--- src/hw/asfl_defines.svh ---
// Offsets, field positions, reset values and operation control fields of the flag block
`ifndef ASFL_DEFINES_SVH
`define ASFL_DEFINES_SVH

// ****************************************
// Register map (word aligned byte addresses)
// ****************************************
`define ASFL_OFS_MAIN 4'h0
`define ASFL_OFS_ALT 4'h4
`define ASFL_OFS_OPCTL 4'h8
`define ASFL_OFS_OPERAND 4'hc

// ****************************************
// Flag bit positions
// ****************************************
`define ASFL_BIT_S 7
`define ASFL_BIT_Z 6
`define ASFL_BIT_H 4
`define ASFL_BIT_PV 2
`define ASFL_BIT_N 1
`define ASFL_BIT_C 0
`define ASFL_FLAG_MASK 8'hd7

// ****************************************
// Reset values
// ****************************************
`define ASFL_FLAGS_RST 8'h00

// ****************************************
// Operation control fields
// ****************************************
`define ASFL_OPCTL_OP_LSB 0
`define ASFL_OPCTL_OP_MSB 4
`define ASFL_OPCTL_BITSEL_LSB 8
`define ASFL_OPCTL_BITSEL_MSB 10
`define ASFL_OPCTL_IEC 12
`define ASFL_OPCTL_CNTZ 13
`define ASFL_OPCTL_DAAC 14
`define ASFL_OPCTL_SWAP 15

`endif

--- src/hw/asfl_pkg.sv ---
// Types shared by the flag block
package asfl_pkg;

  typedef enum logic [4:0] {
    ASFL_OP_NONE,
    ASFL_OP_ADD,
    ASFL_OP_ADC,
    ASFL_OP_SUB,
    ASFL_OP_SBC,
    ASFL_OP_CMP,
    ASFL_OP_AND,
    ASFL_OP_OR,
    ASFL_OP_XOR,
    ASFL_OP_ROT_LEFT_CIRC,
    ASFL_OP_ROT_RIGHT_CIRC,
    ASFL_OP_RL,
    ASFL_OP_RR,
    ASFL_OP_SHIFT_LEFT_ARITH,
    ASFL_OP_SHIFT_RIGHT_ARITH,
    ASFL_OP_SHIFT_RIGHT_LOG,
    ASFL_OP_DEC_ADJUST,
    ASFL_OP_SET_CARRY,
    ASFL_OP_CPL_CARRY,
    ASFL_OP_BIT,
    ASFL_OP_BLKXFER,
    ASFL_OP_BLKSRCH,
    ASFL_OP_BLKIO,
    ASFL_OP_PORTIN,
    ASFL_OP_LDIRQ
  } asfl_op_t;

  typedef struct packed {
    logic sign;
    logic zero;
    logic und5;
    logic half;
    logic und3;
    logic par_ovf;
    logic sub;
    logic carry;
  } asfl_flags_t;

  typedef struct packed {
    logic cyc;
    logic stb;
    logic we;
    logic [3:0] sel;
    logic [3:0] adr;
    logic [31:0] dat;
  } asfl_wb_req_t;

  typedef struct packed {
    logic ack;
    logic [31:0] dat;
  } asfl_wb_rsp_t;

  typedef struct packed {
    logic c;
    logic pv;
    logic z;
    logic s;
  } asfl_cond_t;

endpackage

--- src/hw/asfl_core.sv ---
// Status flag generator with main and alternate flag bytes on a Wishbone slave
`timescale 1ns/1ps
`include "asfl_defines.svh"

module asfl_core
(
  input wire logic clk_i,
  input wire logic rst_i,
  input wire asfl_pkg::asfl_wb_req_t wb_req_i,
  output asfl_pkg::asfl_wb_rsp_t wb_rsp_o,
  output asfl_pkg::asfl_cond_t cond_o,
  output logic [7:0] result_o
);
  import asfl_pkg::*;

  // ****************************************
  // State
  // ****************************************
  asfl_flags_t main_condition_flags;
  asfl_flags_t alternate_condition_flags;
  logic [15:0] opctl;
  logic [15:0] operand;
  logic op_go;
  logic ack;
  logic [31:0] rdata;
  logic [7:0] result;
  asfl_cond_t cond;

  // ****************************************
  // Bus decode
  // ****************************************
  wire bus_req = wb_req_i.cyc && wb_req_i.stb && !ack;
  wire bus_wr = bus_req && wb_req_i.we;
  wire hit_main = wb_req_i.adr == `ASFL_OFS_MAIN;
  wire hit_alt = wb_req_i.adr == `ASFL_OFS_ALT;
  wire hit_opctl = wb_req_i.adr == `ASFL_OFS_OPCTL;
  wire hit_operand = wb_req_i.adr == `ASFL_OFS_OPERAND;
  wire [7:0] wr_lo = wb_req_i.sel[0] ? wb_req_i.dat[7:0] : 8'h00;
  wire [31:0] next_rdata =
    hit_main ? {24'h000000, main_condition_flags} :
    hit_alt ? {24'h000000, alternate_condition_flags} :
    hit_opctl ? {16'h0000, opctl} :
    hit_operand ? {16'h0000, operand} : 32'h00000000;
  wire wr_opctl = bus_wr && hit_opctl;
  wire [15:0] next_opctl = {
    wb_req_i.sel[1] ? wb_req_i.dat[15:8] : opctl[15:8],
    wb_req_i.sel[0] ? wb_req_i.dat[7:0] : opctl[7:0]};
  wire [15:0] next_operand = {
    wb_req_i.sel[1] ? wb_req_i.dat[15:8] : operand[15:8],
    wb_req_i.sel[0] ? wb_req_i.dat[7:0] : operand[7:0]};

  // ****************************************
  // Operation fields
  // ****************************************
  wire asfl_op_t op = asfl_op_t'(opctl[`ASFL_OPCTL_OP_MSB:`ASFL_OPCTL_OP_LSB]);
  wire [2:0] bit_sel = opctl[`ASFL_OPCTL_BITSEL_MSB:`ASFL_OPCTL_BITSEL_LSB];
  wire interrupt_enable_copy = opctl[`ASFL_OPCTL_IEC];
  wire count_zero = opctl[`ASFL_OPCTL_CNTZ];
  wire dadj_extra_carry = opctl[`ASFL_OPCTL_DAAC];
  wire swap_req = opctl[`ASFL_OPCTL_SWAP];
  wire [7:0] acc = operand[7:0];
  wire [7:0] opb = operand[15:8];
  wire cin = main_condition_flags.carry;

  // ****************************************
  // Adder with carries at bit 4 and bit 7
  // ****************************************
  wire is_sub = op == ASFL_OP_SUB || op == ASFL_OP_SBC || op == ASFL_OP_CMP || op == ASFL_OP_BLKSRCH;
  wire use_cin = op == ASFL_OP_ADC || op == ASFL_OP_SBC;
  wire [7:0] addend = is_sub ? ~opb : opb;
  wire c0 = is_sub ^ (use_cin & cin);
  wire [4:0] lo_sum = {1'b0, acc[3:0]} + {1'b0, addend[3:0]} + {4'h0, c0};
  wire [3:0] mid_sum = {1'b0, acc[6:4]} + {1'b0, addend[6:4]} + {3'h0, lo_sum[4]};
  wire [1:0] top_sum = {1'b0, acc[7]} + {1'b0, addend[7]} + {1'b0, mid_sum[3]};
  wire [7:0] sum = {top_sum[0], mid_sum[2:0], lo_sum[3:0]};
  wire carry_out = top_sum[1] ^ is_sub;
  wire half_out = lo_sum[4] ^ is_sub;
  wire ovf = mid_sum[3] ^ top_sum[1];

  // ****************************************
  // Rotate and shift unit
  // ****************************************
  logic [7:0] rot;
  logic rot_c;
  always_comb
  begin
    rot = acc;
    rot_c = cin;
    case (op)
      ASFL_OP_ROT_LEFT_CIRC:
      begin
        rot = {acc[6:0], acc[7]};
        rot_c = acc[7];
      end
      ASFL_OP_SHIFT_LEFT_ARITH:
      begin
        rot = {acc[6:0], 1'b0};
        rot_c = acc[7];
      end
      ASFL_OP_ROT_RIGHT_CIRC:
      begin
        rot = {acc[0], acc[7:1]};
        rot_c = acc[0];
      end
      ASFL_OP_SHIFT_RIGHT_ARITH:
      begin
        rot = {acc[7], acc[7:1]};
        rot_c = acc[0];
      end
      ASFL_OP_SHIFT_RIGHT_LOG:
      begin
        rot = {1'b0, acc[7:1]};
        rot_c = acc[0];
      end
      ASFL_OP_RL:
      begin
        rot = {acc[6:0], cin};
        rot_c = acc[7];
      end
      ASFL_OP_RR:
      begin
        rot = {cin, acc[7:1]};
        rot_c = acc[0];
      end
      default:
      begin
        rot = acc;
        rot_c = cin;
      end
    endcase
  end

  // ****************************************
  // Decimal adjust
  // ****************************************
  wire dadj_lo = main_condition_flags.half || (acc[3:0] > 4'h9);
  wire dadj_hi = cin || (acc > 8'h99);
  wire [7:0] dadj_fix = {dadj_hi ? 4'h6 : 4'h0, dadj_lo ? 4'h6 : 4'h0};
  wire [7:0] dadj_res = main_condition_flags.sub ? acc - dadj_fix : acc + dadj_fix;
  wire dadj_half = main_condition_flags.sub ? (main_condition_flags.half && acc[3:0] < 4'h6)
                                            : (acc[3:0] > 4'h9);

  // ****************************************
  // Flag computation
  // ****************************************
  logic [7:0] res;
  asfl_flags_t nf;
  always_comb
  begin
    res = acc;
    nf = main_condition_flags;
    case (op)
      ASFL_OP_ADD, ASFL_OP_ADC, ASFL_OP_SUB, ASFL_OP_SBC, ASFL_OP_CMP:
      begin
        res = (op == ASFL_OP_CMP) ? acc : sum;
        nf.sign = sum[7];
        nf.zero = sum == 8'h00;
        nf.half = half_out;
        nf.par_ovf = ovf;
        nf.sub = is_sub;
        nf.carry = carry_out;
      end
      ASFL_OP_AND, ASFL_OP_OR, ASFL_OP_XOR:
      begin
        res = op == ASFL_OP_AND ? acc & opb : op == ASFL_OP_OR ? acc | opb : acc ^ opb;
        nf.sign = res[7];
        nf.zero = res == 8'h00;
        nf.half = op == ASFL_OP_AND;
        nf.par_ovf = ~^res;
        nf.sub = 1'b0;
        nf.carry = 1'b0;
      end
      ASFL_OP_ROT_LEFT_CIRC, ASFL_OP_ROT_RIGHT_CIRC, ASFL_OP_RL, ASFL_OP_RR,
      ASFL_OP_SHIFT_LEFT_ARITH, ASFL_OP_SHIFT_RIGHT_ARITH, ASFL_OP_SHIFT_RIGHT_LOG:
      begin
        res = rot;
        nf.sign = rot[7];
        nf.zero = rot == 8'h00;
        nf.half = 1'b0;
        nf.par_ovf = ~^rot;
        nf.sub = 1'b0;
        nf.carry = rot_c;
      end
      ASFL_OP_DEC_ADJUST:
      begin
        res = dadj_res;
        nf.sign = dadj_res[7];
        nf.zero = dadj_res == 8'h00;
        nf.half = dadj_half;
        nf.par_ovf = ~^dadj_res;
        nf.carry = dadj_hi | dadj_extra_carry;
      end
      ASFL_OP_SET_CARRY:
      begin
        nf.half = 1'b0;
        nf.sub = 1'b0;
        nf.carry = 1'b1;
      end
      ASFL_OP_CPL_CARRY:
      begin
        nf.half = cin;
        nf.sub = 1'b0;
        nf.carry = ~cin;
      end
      ASFL_OP_BIT:
      begin
        nf.zero = ~acc[bit_sel];
        nf.half = 1'b1;
        nf.sub = 1'b0;
      end
      ASFL_OP_BLKXFER:
      begin
        nf.par_ovf = ~count_zero;
        nf.half = 1'b0;
        nf.sub = 1'b0;
      end
      ASFL_OP_BLKSRCH:
      begin
        nf.sign = sum[7];
        nf.zero = acc == opb;
        nf.half = half_out;
        nf.par_ovf = ~count_zero;
        nf.sub = 1'b1;
      end
      ASFL_OP_BLKIO:
      begin
        nf.zero = count_zero;
        nf.sub = 1'b1;
      end
      ASFL_OP_PORTIN:
      begin
        nf.sign = acc[7];
        nf.zero = acc == 8'h00;
        nf.par_ovf = ~^acc;
        nf.half = 1'b0;
        nf.sub = 1'b0;
      end
      ASFL_OP_LDIRQ:
      begin
        nf.sign = acc[7];
        nf.zero = acc == 8'h00;
        nf.par_ovf = interrupt_enable_copy;
        nf.half = 1'b0;
        nf.sub = 1'b0;
      end
      default:
      begin
        res = acc;
        nf = main_condition_flags;
      end
    endcase
    nf.und5 = 1'b0;
    nf.und3 = 1'b0;
  end

  // ****************************************
  // Registers
  // ****************************************
  wire [7:0] wr_flags = wr_lo & `ASFL_FLAG_MASK;
  wire asfl_cond_t next_cond = '{c: nf.carry, pv: nf.par_ovf, z: nf.zero, s: nf.sign};

  always_ff @(posedge clk_i)
  begin
    if (rst_i)
    begin
      main_condition_flags <= `ASFL_FLAGS_RST;
      alternate_condition_flags <= `ASFL_FLAGS_RST;
      opctl <= 16'h0000;
      operand <= 16'h0000;
      op_go <= 1'b0;
      ack <= 1'b0;
      rdata <= 32'h00000000;
      result <= 8'h00;
      cond <= '0;
    end
    else
    begin
      ack <= bus_req;
      rdata <= bus_req && !wb_req_i.we ? next_rdata : 32'h00000000;
      op_go <= wr_opctl;
      if (wr_opctl)
        opctl <= next_opctl;
      if (bus_wr && hit_operand)
        operand <= next_operand;
      if (op_go && swap_req)
      begin
        main_condition_flags <= alternate_condition_flags;
        alternate_condition_flags <= main_condition_flags;
      end
      else if (op_go)
      begin
        main_condition_flags <= nf;
        result <= res;
        cond <= next_cond;
      end
      else if (bus_wr && hit_main && wb_req_i.sel[0])
        main_condition_flags <= wr_flags;
      else if (bus_wr && hit_alt && wb_req_i.sel[0])
        alternate_condition_flags <= wr_flags;
    end
  end

  assign wb_rsp_o = '{ack: ack, dat: rdata};
  assign cond_o = cond;
  assign result_o = result;

  // ****************************************
  // Checks
  // ****************************************
  a_logic_carry_clear: assert property (@(posedge clk_i) disable iff (rst_i)
    op_go && !swap_req && op inside {ASFL_OP_AND, ASFL_OP_OR, ASFL_OP_XOR} |=> !main_condition_flags.carry)
    else $error("logic op left carry set");
  a_set_carry_one: assert property (@(posedge clk_i) disable iff (rst_i)
    op_go && !swap_req && op == ASFL_OP_SET_CARRY |=> main_condition_flags.carry)
    else $error("set carry failed");
  a_cpl_carry_inv: assert property (@(posedge clk_i) disable iff (rst_i)
    op_go && !swap_req && op == ASFL_OP_CPL_CARRY |=> main_condition_flags.carry != $past(cin))
    else $error("complement carry failed");
  a_sub_bit_set: assert property (@(posedge clk_i) disable iff (rst_i)
    op_go && !swap_req && op inside {ASFL_OP_SUB, ASFL_OP_SBC, ASFL_OP_CMP} |=> main_condition_flags.sub)
    else $error("subtract bit not set");
  a_add_carry_out: assert property (@(posedge clk_i) disable iff (rst_i)
    op_go && !swap_req && op == ASFL_OP_ADD |=>
      main_condition_flags.carry == ({1'b0, $past(acc)} + {1'b0, $past(opb)} > 9'h0ff))
    else $error("add carry wrong");
  a_bit_test_zero: assert property (@(posedge clk_i) disable iff (rst_i)
    op_go && !swap_req && op == ASFL_OP_BIT |=> main_condition_flags.zero == !$past(acc[bit_sel]))
    else $error("bit test zero wrong");
  a_undef_bits_zero: assert property (@(posedge clk_i) disable iff (rst_i)
    !main_condition_flags.und3 && !main_condition_flags.und5
      && !alternate_condition_flags.und3 && !alternate_condition_flags.und5)
    else $error("undefined flag bit set");
  a_swap_copies: assert property (@(posedge clk_i) disable iff (rst_i)
    op_go && swap_req |=> main_condition_flags == $past(alternate_condition_flags)
      && alternate_condition_flags == $past(main_condition_flags))
    else $error("flag swap wrong");
  a_portin_parity: assert property (@(posedge clk_i) disable iff (rst_i)
    op_go && !swap_req && op == ASFL_OP_PORTIN |=> main_condition_flags.par_ovf == ~^$past(acc))
    else $error("port input parity wrong");
  a_cond_tracks: assert property (@(posedge clk_i) disable iff (rst_i)
    op_go && !swap_req |=> cond_o.c == main_condition_flags.carry && cond_o.z == main_condition_flags.zero)
    else $error("condition outputs stale");

endmodule // asfl_core

--- config.mk ---
export PLATFORM = sky130hd
export DESIGN_NAME = asfl_core
export DESIGN_NICKNAME = d
export VERILOG_FILES = /design/src/hw/asfl_pkg.sv /design/src/hw/asfl_core.sv
export VERILOG_INCLUDE_DIRS = /design/src /design/src/hw
export SDC_FILE = /design/constraint.sdc
export NUM_CORES = 1
export LEC_CHECK = 0
export BUFFER_PORTS_ARGS = -buffer_cell sky130_fd_sc_hd__buf_4
export CORE_MARGIN = 4
export CORE_UTILIZATION = 53
export DETAILED_ROUTE_END_ITERATION = 10
export PLACE_DENSITY = 0.77
export SLEW_MARGIN = 20
export SYNTH_ARGS = -nofsm -noshare
export SYNTH_HDL_FRONTEND = slang
export SYNTH_SLANG_ARGS = --single-unit
export TNS_END_PERCENT = 5
--- constraint.sdc ---
create_clock -name clk_i -period 4.47 [get_ports clk_i]
set_input_delay 0.2235 -clock clk_i [delete_from_list [all_inputs] [get_ports clk_i]]
set_output_delay 0.2235 -clock clk_i [all_outputs]
set_load 0.01 [all_outputs]
==> run metrics, run 1 <==
endpoints failing setup=0; global-route wire length before repair=~31,000 um; Layout area overhead=15.6%; leak pwr=3.03 nW; r2r startpoint=opctl[2]$_SDFFE_PP0P_; Peak VDD IR=roughly 260 uV; ordered cell list for the critical path=and2b_2 > a21o_1 > nand2_2 > a21oi_4 > xnor2_2 > fa_2 > fa_2 > nand3_2 > nand2_2 > fa_2 > a21o_1 > a21oi_2 > fa_1 > and4b_1 > nand4_1 > o21ai_1 > o41ai_2 > buf_4 > a221oi_2; Clock Latency Late Sink=~0.34 ns; worst-path fanout max=4; skew final=between 0.008 and 0.009 ns; Worst Tran Pin Value=0.780 ns; Die H=approximately 120 um; Max H-tree Level=3; crit path DAT=between 4 and 5 ns; slowest CP cell=fa_1; Distinct cells, synth=69; most frequent CP cell=fa_2; combinational power share=6.2%; FF+latch count, synth=slightly below 80; fmax=approximately 230 MHz; Pins Over Slew Limit=0; Internal=1.23 mW; antenna cells=0; Clk pin slew, worst setup/hold paths=0.06 ns; fraction of layout cells with a size suffix above 1=16.5%; synthesized area=around 6200 um2; Vias per Instance=6.40; sequential share of the synthesized area=around a quarter; Chip Width=116 um; Sw Ratio=a little under a quarter; Post-route DRC=0; Worst R2R Path Depth=19; Tmin final=4.42 ns; Tcrit/Tclk final=98.9%; final core utilization=~63%; Site Rows=39; Crit path depth=19; commonest non-fill, non-tap cell in the layout=nor2_1; Synth Flop Type=dfxtp_1; HP Class=in -> reg; Post-Synthesis Cells=roughly 800; Post-DRT Antenna Nets=0; final wirelength=19,900 um; most frequent cells in the layout=nor2_1, buf_4, dfxtp_1; cell family with most CP delay=adder cells; status=complete, no violations; RSZ-0062 raised after global routing=yes; Hold-fix buffers, CTS=0; NetSw=~380 uW; power per cell area=roughly 230 nW/um2; crit path buf inv count=1; critical path data required time=around 4.7 ns; Post-synth EDFFs=0; Max-slew headroom=47.3%; multi-input logic area=4290 um2; hpwl dp=14,900 um; Sequential Area=1570 um2; IO Pins=90; Reg2Reg Setup Slack=0.05 ns; Hold Vio Cnt, Final=0; crit path kind=reg -> reg; crit path to=main_condition_flags[6]$_SDFFE_PP0P_; CP Launch Type=flip-flop; Worst Setup SP=opctl[2]$_SDFFE_PP0P_; Inserted Clock Buffers=9; Max Cap Viol=0; clock tree root buffer cell=clkbuf_16; largest net degree at the start of global routing=57; FF-to-FF End=main_condition_flags[6]$_SDFFE_PP0P_; initial antenna violation count=0; Max Root-Sink Buffers=2; Clk pwr share=between 50% and 60%; port bufs=55; gr ovfl total=0; Starting Density=54.1%; drt first pass iters=6; Hold Worst Slack=roughly 0.14 ns; GRT Util Overall=29.7%; number of clock sinks=78; Initial DRC Count=748; Syn. warnings=0; vias in the first global route=5,935; Die ar.=around 13,000 um2; CP endpoint kind=flip-flop; asr flop ratio synth=0%; mean post-synth cell area=slightly below 8 um2; via count=slightly above 6k; post-route setup TNS=0 ns; WL/cell=20.5 um; sequential share of power=roughly 43%; Crit path largest cell delay=roughly 0.49 ns; GPL Wtd Cong=approximately 0.98; Core Footprint=11,400 um2; fill count=1,028; TritonCTS clock tree=built; Total Nets Final=between 900 and 1k
-- through the flow --
stage / instance area, um2 / power, mW / std cells / worst slack [ns]
floorplan: 6270 / 0.783 / 796 / 0.00907
global placement: 6720 / 0.809 / 952 / 0.0485
detailed placement: 6720 / 0.812 / 952 / -0.0453
CTS: 7060 / 1.62 / 968 / 0.0533
global route: 7150 / 1.66 / 972 / -0.127
finish: 7150 / 1.61 / 972 / 0.0498
-- synth_stat cells (4+ instances only) --
library cell    n  area share, %
nor2b_1         5           0.51
a21oi_1        56            4.5
nand2b_1       13            1.3
a21o_1          9            1.1
nand4_1         7           0.71
or4_1           4           0.49
o21a_1          5           0.61
dfxtp_1        78             25
buf_4          18            2.2
buf_2           9           0.73
mux2i_1        44            7.1
xor2_1         10            1.4
clkbuf_1       40            2.4
xnor2_1        21            3.0
ha_1           54             11
inv_1          32            1.9
or3_1           5           0.51
nand3_1        15            1.2
nor4_1          4           0.40
a211oi_1       14            1.7
nor3_1          8           0.65
o211a_1         5           0.81
a22oi_1        13            1.6
nor3b_1         5           0.61
o22ai_1         4           0.40
nand2_1        61            3.7
nor2_1        102            6.2
a221oi_1       13            1.8
a31oi_1         8           0.81
and3_1          4           0.40
fa_1            5            1.6
o21ai_0        48            3.9
-- layout make-up --
type / count / share of cell area (%)
Clock buffer: 9 / 3.15
Clock inverter: 7 / 1.45
Sequential cell: 78 / 21.9
Tap cell: 143 / 2.50
Timing Repair Buffer: 88 / 9.30
Multi-Input combinational cell: 615 / 60.0
Inverter: 32 / 1.68
-- worst min-delay path, cell delays in order --
cell and delay, ns:
buf_4 0.09, mux2i_1 0.06, nor2_1 0.07
-- logic make-up after synthesis --
kind of cell	after synthesis	synth area share, %
AO/OA/AOI/OAI	216	23.1
XOR/XNOR	31	4.39
adder cells (fa/ha/maj)	59	12.6
buffers and inverters	103	7.65
flip-flops	78	25.3
multiplexers	47	8.22
other	1	0.0607
AND/OR/NAND/NOR	246	18.7
-- state kept, by name, indices dropped and copies added (netlist names), 4 cells and up --
name                       cells
operand                       16
cond_o                         4
rdata                         16
opctl                         16
result_o                       8
main_condition_flags           7
alternate_condition_flags      8
-- worst min-delay path by stage --
stage	from	end	slack, ns	cells past startpoint
finish	wb_req_i[10]	opctl[10]$_SDFFE_PP0P_	0.14	3
floorplan	rst_i	ack$_SDFF_PP0_	0.31	1
CTS	wb_req_i[10]	opctl[10]$_SDFFE_PP0P_	0.13	3
detailed placement	cond_o[3]$_SDFFE_PP0P_	cond_o[3]$_SDFFE_PP0P_	0.46	2
global placement	cond_o[3]$_SDFFE_PP0P_	cond_o[3]$_SDFFE_PP0P_	0.45	2
global route	wb_req_i[12]	opctl[12]$_SDFFE_PP0P_	0.14	3
-- repair_timing --
item | CTS | global route
setup buffers | 0 | 4
pin swaps | 0 | 19
endpoints found under the setup margin | 3 | 6
cloned | 0 | 0
resized for setup | 2 | 16
-- power by group through the flow --
stage                     Sequential, mW  Clock, mW  Combinational (mW)
after floorplan                    0.714          0              0.0692
after global placement             0.714          0              0.0945
after detailed placement           0.714          0              0.0973
after CTS                          0.699      0.824              0.0978
after global routing               0.698      0.848               0.110
final                              0.698      0.814               0.101
-- metal layers --
metal	GRT usage, %	routed length, um
met5	0	0
met2	46.0	9080
met3	4.28	1620
met4	15.3	918
met1	40.2	8330
Note: power is estimated with default switching activity, not from simulation.
==> run 2, diff against run 1 <==
- ABC_AREA: default -> 1
==> run 2 against run 1 <==
Effect of this change:
- hold slack got worse by 0.0073 ns
- first-iteration DRC count decreased by 21%
- cell count rose by 13%
- routed wire length is 3.3% lower
- register-to-register slack gained 0.21 ns
- via count hardly changed
- sequential power about the same
- clock skew hardly changed
- critical path type unchanged
- highest routed layer unchanged
==> run metrics, run 2 <==
Syn. warnings=0 (unchanged); port bufs=55 (unchanged); hold_sp=wb_req_i[14]; Post-route DRC=0 (unchanged); HP Class=in -> reg; Max Root-Sink Buffers=2 (unchanged); critical path data required time=4.68 ns (about the same); Synth Flop Type=dfxtp_1; Worst R2R Path Depth=23 (+4); Internal=1.19 mW (-3.5%); commonest non-fill, non-tap cell in the layout=nand2_1; hpwl dp=14,900 um (+0.41%); crit path DAT=4.42 ns (-0.20 ns); synthesized area=6060 um2 (-1.9%); worst-path fanout max=6 (+2); Clk pwr share=48.5% (-2.0 points); NetSw=383 uW (+0.55%); WL/cell=17.5 um (-15%); skew final=0.00831 ns (+0.000227 ns); Hold-fix buffers, CTS=0 (unchanged); Pins Over Slew Limit=0 (unchanged); fmax=237 MHz (+4.9%); final worst slack=0.257 ns (+0.207 ns); post-route setup TNS=0 ns (unchanged); FF-to-FF End=main_condition_flags[6]$_SDFFE_PP0P_; mean post-synth cell area=6.78 um2 (-14%); sequential share of power=44.5% (+1.2 points); power per cell area=226 nW/um2 (about the same); Sequential Area=1570 um2 (+0.24%); Tmin final=4.21 ns (-0.207 ns); biggest regs=opctl: 16 flops, operand: 16 flops, rdata: 16 flops; Site Rows=38 (-2.6%); via count=6,222 (+0.097%); global-route wire length before repair=30,500 um (-2.2%); GRT Util Overall=29.9% (+0.20 points); final core utilization=63.1% (+0.52 points); TritonCTS clock tree=built; Clk pin slew, worst setup/hold paths=0.06 ns (about the same); gr ovfl total=0 (unchanged); largest area contributor in the netlist=dfxtp_1; number of clock sinks=78 (unchanged); fraction of layout cells with a size suffix above 1=14.4% (-2.2 points); crit path kind=reg -> reg; most instantiated cells after synthesis=nand2_1, nor2_1, inv_1, a21oi_1, dfxtp_1; top cells by area, synth=dfxtp_1, ha_1, nand2_1; Starting Density=55.0% (+0.85 points); largest net degree at the start of global routing=35 (-39%); Total Nets Final=1,060 (+14%); postcts setup bufs=0 (unchanged); number of placed cells counting well taps=1,085 (+14%); FF+latch count, synth=78 (unchanged); fill count=1,042 (+1.4%); Initial DRC Count=590 (-21%); initial antenna violation count=0 (unchanged); Max-slew headroom=35.6% (-12 points); Sw Ratio=24.4% (+0.76 points); Worst Tran Pin Value=0.961 ns (+0.181 ns); Max H-tree Level=3 (unchanged); Vias per Instance=5.65 (-12%); Distinct cells, synth=45 (-35%); Inserted Clock Buffers=9 (unchanged); post-CTS sizing=0 (-2); final wirelength=19,300 um (-3.3%); Max Cap Viol=0 (unchanged); Tcrit/Tclk final=94.2% (-4.6 points); pre-CTS setup slack=0.179 ns (+0.225 ns); endpoints failing setup=0 (unchanged); leak pwr=3.17 nW (+4.6%); hold endpoint=opctl[14]$_SDFFE_PP0P_; combinational power share=7.0% (+0.8 points); antenna cells=0 (unchanged); Reg2Reg Setup Slack=0.26 ns (+0.21 ns); CP endpoint kind=flip-flop; Die ar.=13,200 um2 (-1.8%); most common cell in the netlist=nand2_1; Clock Latency Late Sink=0.35 ns (about the same); Post-DRT Antenna Nets=0 (unchanged); Die H=115 um (-0.88%); CP Launch Type=flip-flop; r2r startpoint=opctl[0]$_SDFFE_PP0P_; drt first pass iters=5 (-1); asr flop ratio synth=0% (unchanged); multi-input logic area=3920 um2 (-8.7%); GPL Wtd Cong=1.02 (+5.1%); clock tree root buffer cell=clkbuf_16; vias in the first global route=5,787 (-2.5%); status=complete, no violations; power consumption=1.57 mW (-2.6%); Post-Synthesis Cells=894 (+14%); RSZ-0062 raised after global routing=no; Peak VDD IR=289 uV (+10%); post-synth top area share=25.7% (+0.48 points); Cells on Worst Hold Path=3 (unchanged); final cell count without fillers=1,101 (+13%); Post-synth EDFFs=0 (unchanged); Core Footprint=11,000 um2 (-3.4%); IO Pins=90 (unchanged); Layout area overhead=14.8%; Hold Vio Cnt, Final=0 (unchanged); Chip Width=115 um (-0.88%); most frequent cells in the layout=nand2_1, nor2_1, inv_1; sequential share of the synthesized area=25.7% (+0.48 points)
[run 2: changes by cell type in the layout (fill, tap and decap cells not counted), sizes merged, moves of 9 or more]
cell / previous run / this run
o22ai: 4 / 21
inv: 35 / 105
a21oi: 57 / 94
a221oi: 13 / 0
nand3: 15 / 52
nand2b: 13 / 0
a22oi: 13 / 0
o21ai: 50 / 61
nand2: 61 / 171
xnor2: 21 / 12
mux2i: 44 / 0
a21o: 9 / 0
[run 2: how the worst max path moves through the flow]
stage                          startpoint                              endpoint  slack (ns)  cells past startpoint
floorplan           opctl[1]$_SDFFE_PP0P_                cond_o[1]$_SDFFE_PP0P_        0.51                     25
global placement    opctl[3]$_SDFFE_PP0P_  main_condition_flags[6]$_SDFFE_PP0P_        0.23                     23
detailed placement  opctl[3]$_SDFFE_PP0P_  main_condition_flags[6]$_SDFFE_PP0P_        0.18                     23
CTS                 opctl[2]$_SDFFE_PP0P_  main_condition_flags[6]$_SDFFE_PP0P_        0.14                     22
global route        opctl[0]$_SDFFE_PP0P_  main_condition_flags[6]$_SDFFE_PP0P_        0.02                     23
finish              opctl[0]$_SDFFE_PP0P_  main_condition_flags[6]$_SDFFE_PP0P_        0.26                     23
[run 2: worst max-delay path, stage by stage (launching register included)]
cell	delay [ns]
dfxtp_2	0.36
nor2_4	0.14
nand2_1	0.12
nor2_2	0.19
nor2_1	0.06
nand2_1	0.16
xor2_1	0.12
fa_1	0.45
fa_1	0.42
nand3_1	0.09
nand2_1	0.10
fa_1	0.39
nand3_1	0.08
nand3_1	0.10
inv_1	0.11
fa_1	0.41
inv_1	0.11
nor2_1	0.05
nand3_1	0.07
nor3_1	0.05
nand3_1	0.08
nand4_1	0.20
nand2_1	0.15
a21oi_1	0.08
[run 2: cells by family (layout without fill, tap and decap cells)]
| group | after synthesis | count (layout) | share of synthesized area [%] |
|---|---|---|---|
| compound gates | 210 | 210 | 19.4 |
| xor+xnor | 27 | 27 | 3.90 |
| fa+ha+maj | 59 | 59 | 12.8 |
| buf+inv | 150 | 202 | 10.9 |
| flops | 78 | 78 | 25.7 |
| other cells | 1 | 16 | 0.0618 |
| simple gates | 369 | 369 | 27.1 |
[run 2: area by class of cell]
cell class | instances | share of cell area [%]
Clock buffer | 12 | 3.54
Clock inverter | 4 | 0.791
Inverter | 106 | 5.72
Multi-Input combinational cell | 681 | 56.3
Sequential cell | 78 | 22.6
Tap cell | 140 | 2.52
Timing Repair Buffer | 80 | 8.63
[run 2: metal layers]
layer	global-route usage, %	wire length [um]
met5	0	0
met4	13.9	816
met3	8.11	1750
met2	45.4	8460
met1	39.4	8250
[run 2: power by group through the flow]
stage	Sequential (mW)	Clock, mW	Combinational (mW)
floorplan	0.715	0	0.0761
global placement	0.715	0	0.106
detailed placement	0.715	0	0.107
CTS	0.700	0.775	0.108
global route	0.699	0.800	0.121
finish	0.699	0.763	0.109
[run 2: metrics by stage]
stage                     cell area (um2)  hold slack [ns]
final                                6960            0.130
after global routing                 6960            0.146
after CTS                            6930            0.120
after detailed placement             6630            0.446
after global placement               6630            0.441
after floorplan                      6120            0.372
==> run 3, diff against run 2 <==
- CORE_UTILIZATION: 53 -> 55
- PLACE_DENSITY: 0.77 -> 0.82
- clock period: 4.47 -> 4.3 ns (I/O delays scaled with it)
==> run 3 against run 2 <==
Effect of this change:
- first-iteration DRC count grew 5.3%
- combinational power is essentially flat
- cell area shrank 0.84%
- total power shrank 2.9%
- critical path type unchanged
- utilization grew 0.85 points
- clock power shrank 9.8%
- clock-buffer cell count shrank 2
- via count grew 1.6%
- non-clock buffer count grew 1
- critical path depth is the same
==> run metrics, run 3 (synthesis results as in run 2) <==
Post-DRT Antenna Nets=0 (unchanged); drt first pass iters=6 (+1); CP endpoint kind=flip-flop; pre-CTS setup slack=0.130 ns (-0.0494 ns); final worst slack=0.214 ns (-0.0426 ns); Cells on Worst Hold Path=3 (unchanged); antenna cells=0 (unchanged); HP Class=in -> reg; Vias per Instance=5.74 (+1.5%); hpwl dp=15,000 um (+0.15%); via count=6,321 (+1.6%); largest net degree at the start of global routing=35 (unchanged); Hold Vio Cnt, Final=0 (unchanged); commonest non-fill, non-tap cell in the layout=nand2_1; crit path DAT=4.32 ns (-0.10 ns); Initial DRC Count=621 (+5.3%); Max Cap Viol=0 (unchanged); worst-path fanout max=8 (+2); crit path kind=reg -> reg; Internal=1.16 mW (-2.7%); GRT Util Overall=30.5% (+0.67 points); Max-slew headroom=37.3% (+1.6 points); postcts setup bufs=0 (unchanged); Clock Latency Late Sink=0.37 ns (+0.02 ns); global-route wire length before repair=30,800 um (+1.1%); Hold-fix buffers, CTS=0 (unchanged); vias in the first global route=5,959 (+3.0%); Total Nets Final=1,061 (+0.094%); Die ar.=12,800 um2 (-3.4%); post-route setup TNS=0 ns (unchanged); Pins Over Slew Limit=0 (unchanged); Clk pin slew, worst setup/hold paths=0.09 ns (+0.03 ns); leak pwr=3.16 nW (-0.36%); Sw Ratio=24.2% (-0.14 points); clock tree root buffer cell=clkbuf_8; WL/cell=17.5 um (about the same); Layout area overhead=13.8%; fmax=245 MHz (+3.1%); sequential share of power=47.6% (+3.1 points); NetSw=370 uW (-3.5%); number of clock sinks=78 (unchanged); Worst Tran Pin Value=0.936 ns (-0.0246 ns); gr ovfl total=0 (unchanged); fraction of layout cells with a size suffix above 1=14.6% (+0.19 points); r2r startpoint=opctl[1]$_SDFFE_PP0P_; post-CTS sizing=0 (unchanged); Die H=113 um (-1.7%); status=complete, no violations; most frequent cells in the layout=nand2_1, nor2_1, inv_1; final core utilization=64.0% (+0.85 points); CP Launch Type=flip-flop; critical path data required time=4.54 ns (-0.14 ns); Site Rows=38 (unchanged); hold endpoint=opctl[12]$_SDFFE_PP0P_; power per cell area=221 nW/um2 (-2.1%); final wirelength=19,300 um (+0.13%); FF-to-FF End=cond_o[1]$_SDFFE_PP0P_; port bufs=55 (unchanged); Worst R2R Path Depth=23 (unchanged); Tmin final=4.09 ns (-0.127 ns); Max H-tree Level=3 (unchanged); Chip Width=113 um (-1.7%); GPL Wtd Cong=1.02 (-0.53%); Inserted Clock Buffers=9 (unchanged); Starting Density=56.2% (+1.2 points); hold_sp=wb_req_i[12]; Max Root-Sink Buffers=2 (unchanged); Hold Worst Slack=0.0886 ns (-0.0411 ns); endpoints failing setup=0 (unchanged); initial antenna violation count=0 (unchanged); TritonCTS clock tree=built; IO Pins=90 (unchanged); Reg2Reg Setup Slack=0.21 ns (-0.04 ns); Clk pwr share=45.1% (-3.4 points); Peak VDD IR=295 uV (+2.1%); skew final=0.0108 ns (+0.00251 ns); RSZ-0062 raised after global routing=no; Core Footprint=10,800 um2 (-2.2%); Post-route DRC=0 (unchanged); biggest regs=opctl: 16 flops, operand: 16 flops, rdata: 16 flops; combinational power share=7.4% (+0.4 points); Tcrit/Tclk final=95.0% (+0.76 points)
-- run 3: cell count changes in the layout (fill, tap and decap cells not counted), sizes merged --
cell and delta:
buf +1, clkinv -1, bufinv +2, inv +1, clkbuf -2
-- run 3: routing by layer --
metal | global-route usage, % | vias up | part of all wire, %
met5 | 0 | - | 0
met4 | 11.5 | 0 | 3.7
met3 | 5.29 | 64 | 8.2
met2 | 49.1 | 316 | 45
met1 | 41.1 | 2863 | 43
li1 | - | 3078 | -
-- run 3: area by class of cell --
cell class              instances  area [um2]
clock buffers                  10         128
clock inverters                 6         118
fillers                      1008        3890
inverters                     106         398
multi-input cells             681        3910
flip-flops and latches         78        1570
well taps                     140         175
repair buffers                 81         608
-- run 3: power by group through the flow --
stage          registers, mW  clock network, mW  logic (mW)
4_1_cts                0.726              0.694       0.111
3_3_place_gp           0.743                  0       0.108
5_1_grt                0.726              0.724       0.125
2_1_floorplan          0.743                  0      0.0791
6_report               0.726              0.688       0.112
3_5_place_dp           0.743                  0       0.110
-- run 3: stage by stage --
step	std cells	area (um2)	power [mW]
floorplan	909	6120	0.822
global placement	1086	6640	0.851
detailed placement	1086	6640	0.853
CTS	1102	6880	1.53
global route	1102	6900	1.58
finish	1102	6900	1.53
-- run 3: worst max path at each step --
| stage | startpoint | to | slack, ns |
|---|---|---|---|
| floorplan | opctl[1]$_SDFFE_PP0P_ | cond_o[1]$_SDFFE_PP0P_ | 0.34 |
| global placement | opctl[1]$_SDFFE_PP0P_ | cond_o[1]$_SDFFE_PP0P_ | 0.19 |
| detailed placement | opctl[1]$_SDFFE_PP0P_ | cond_o[1]$_SDFFE_PP0P_ | 0.13 |
| CTS | opctl[1]$_SDFFE_PP0P_ | cond_o[1]$_SDFFE_PP0P_ | 0.10 |
| global route | opctl[1]$_SDFFE_PP0P_ | cond_o[1]$_SDFFE_PP0P_ | 0.006 |
| finish | opctl[1]$_SDFFE_PP0P_ | cond_o[1]$_SDFFE_PP0P_ | 0.21 |
-- run 3: critical path: stages (launching register included) --
cell and delay, ns:
dfxtp_4 0.41, inv_2 0.07, nand2_1 0.12, nor2_1 0.07
nor2_1 0.13, nand2_2 0.11, xor2_1 0.17, fa_1 0.47
fa_1 0.41, nand3_1 0.08, nand2_1 0.09, fa_1 0.39
nand3_1 0.08, nand3_1 0.11, inv_1 0.11, fa_1 0.41
inv_1 0.08, nor2_1 0.04, nand3_1 0.06, nor3_1 0.04
nand3_1 0.10, nand4_1 0.18, nand2_1 0.13, a21oi_1 0.08
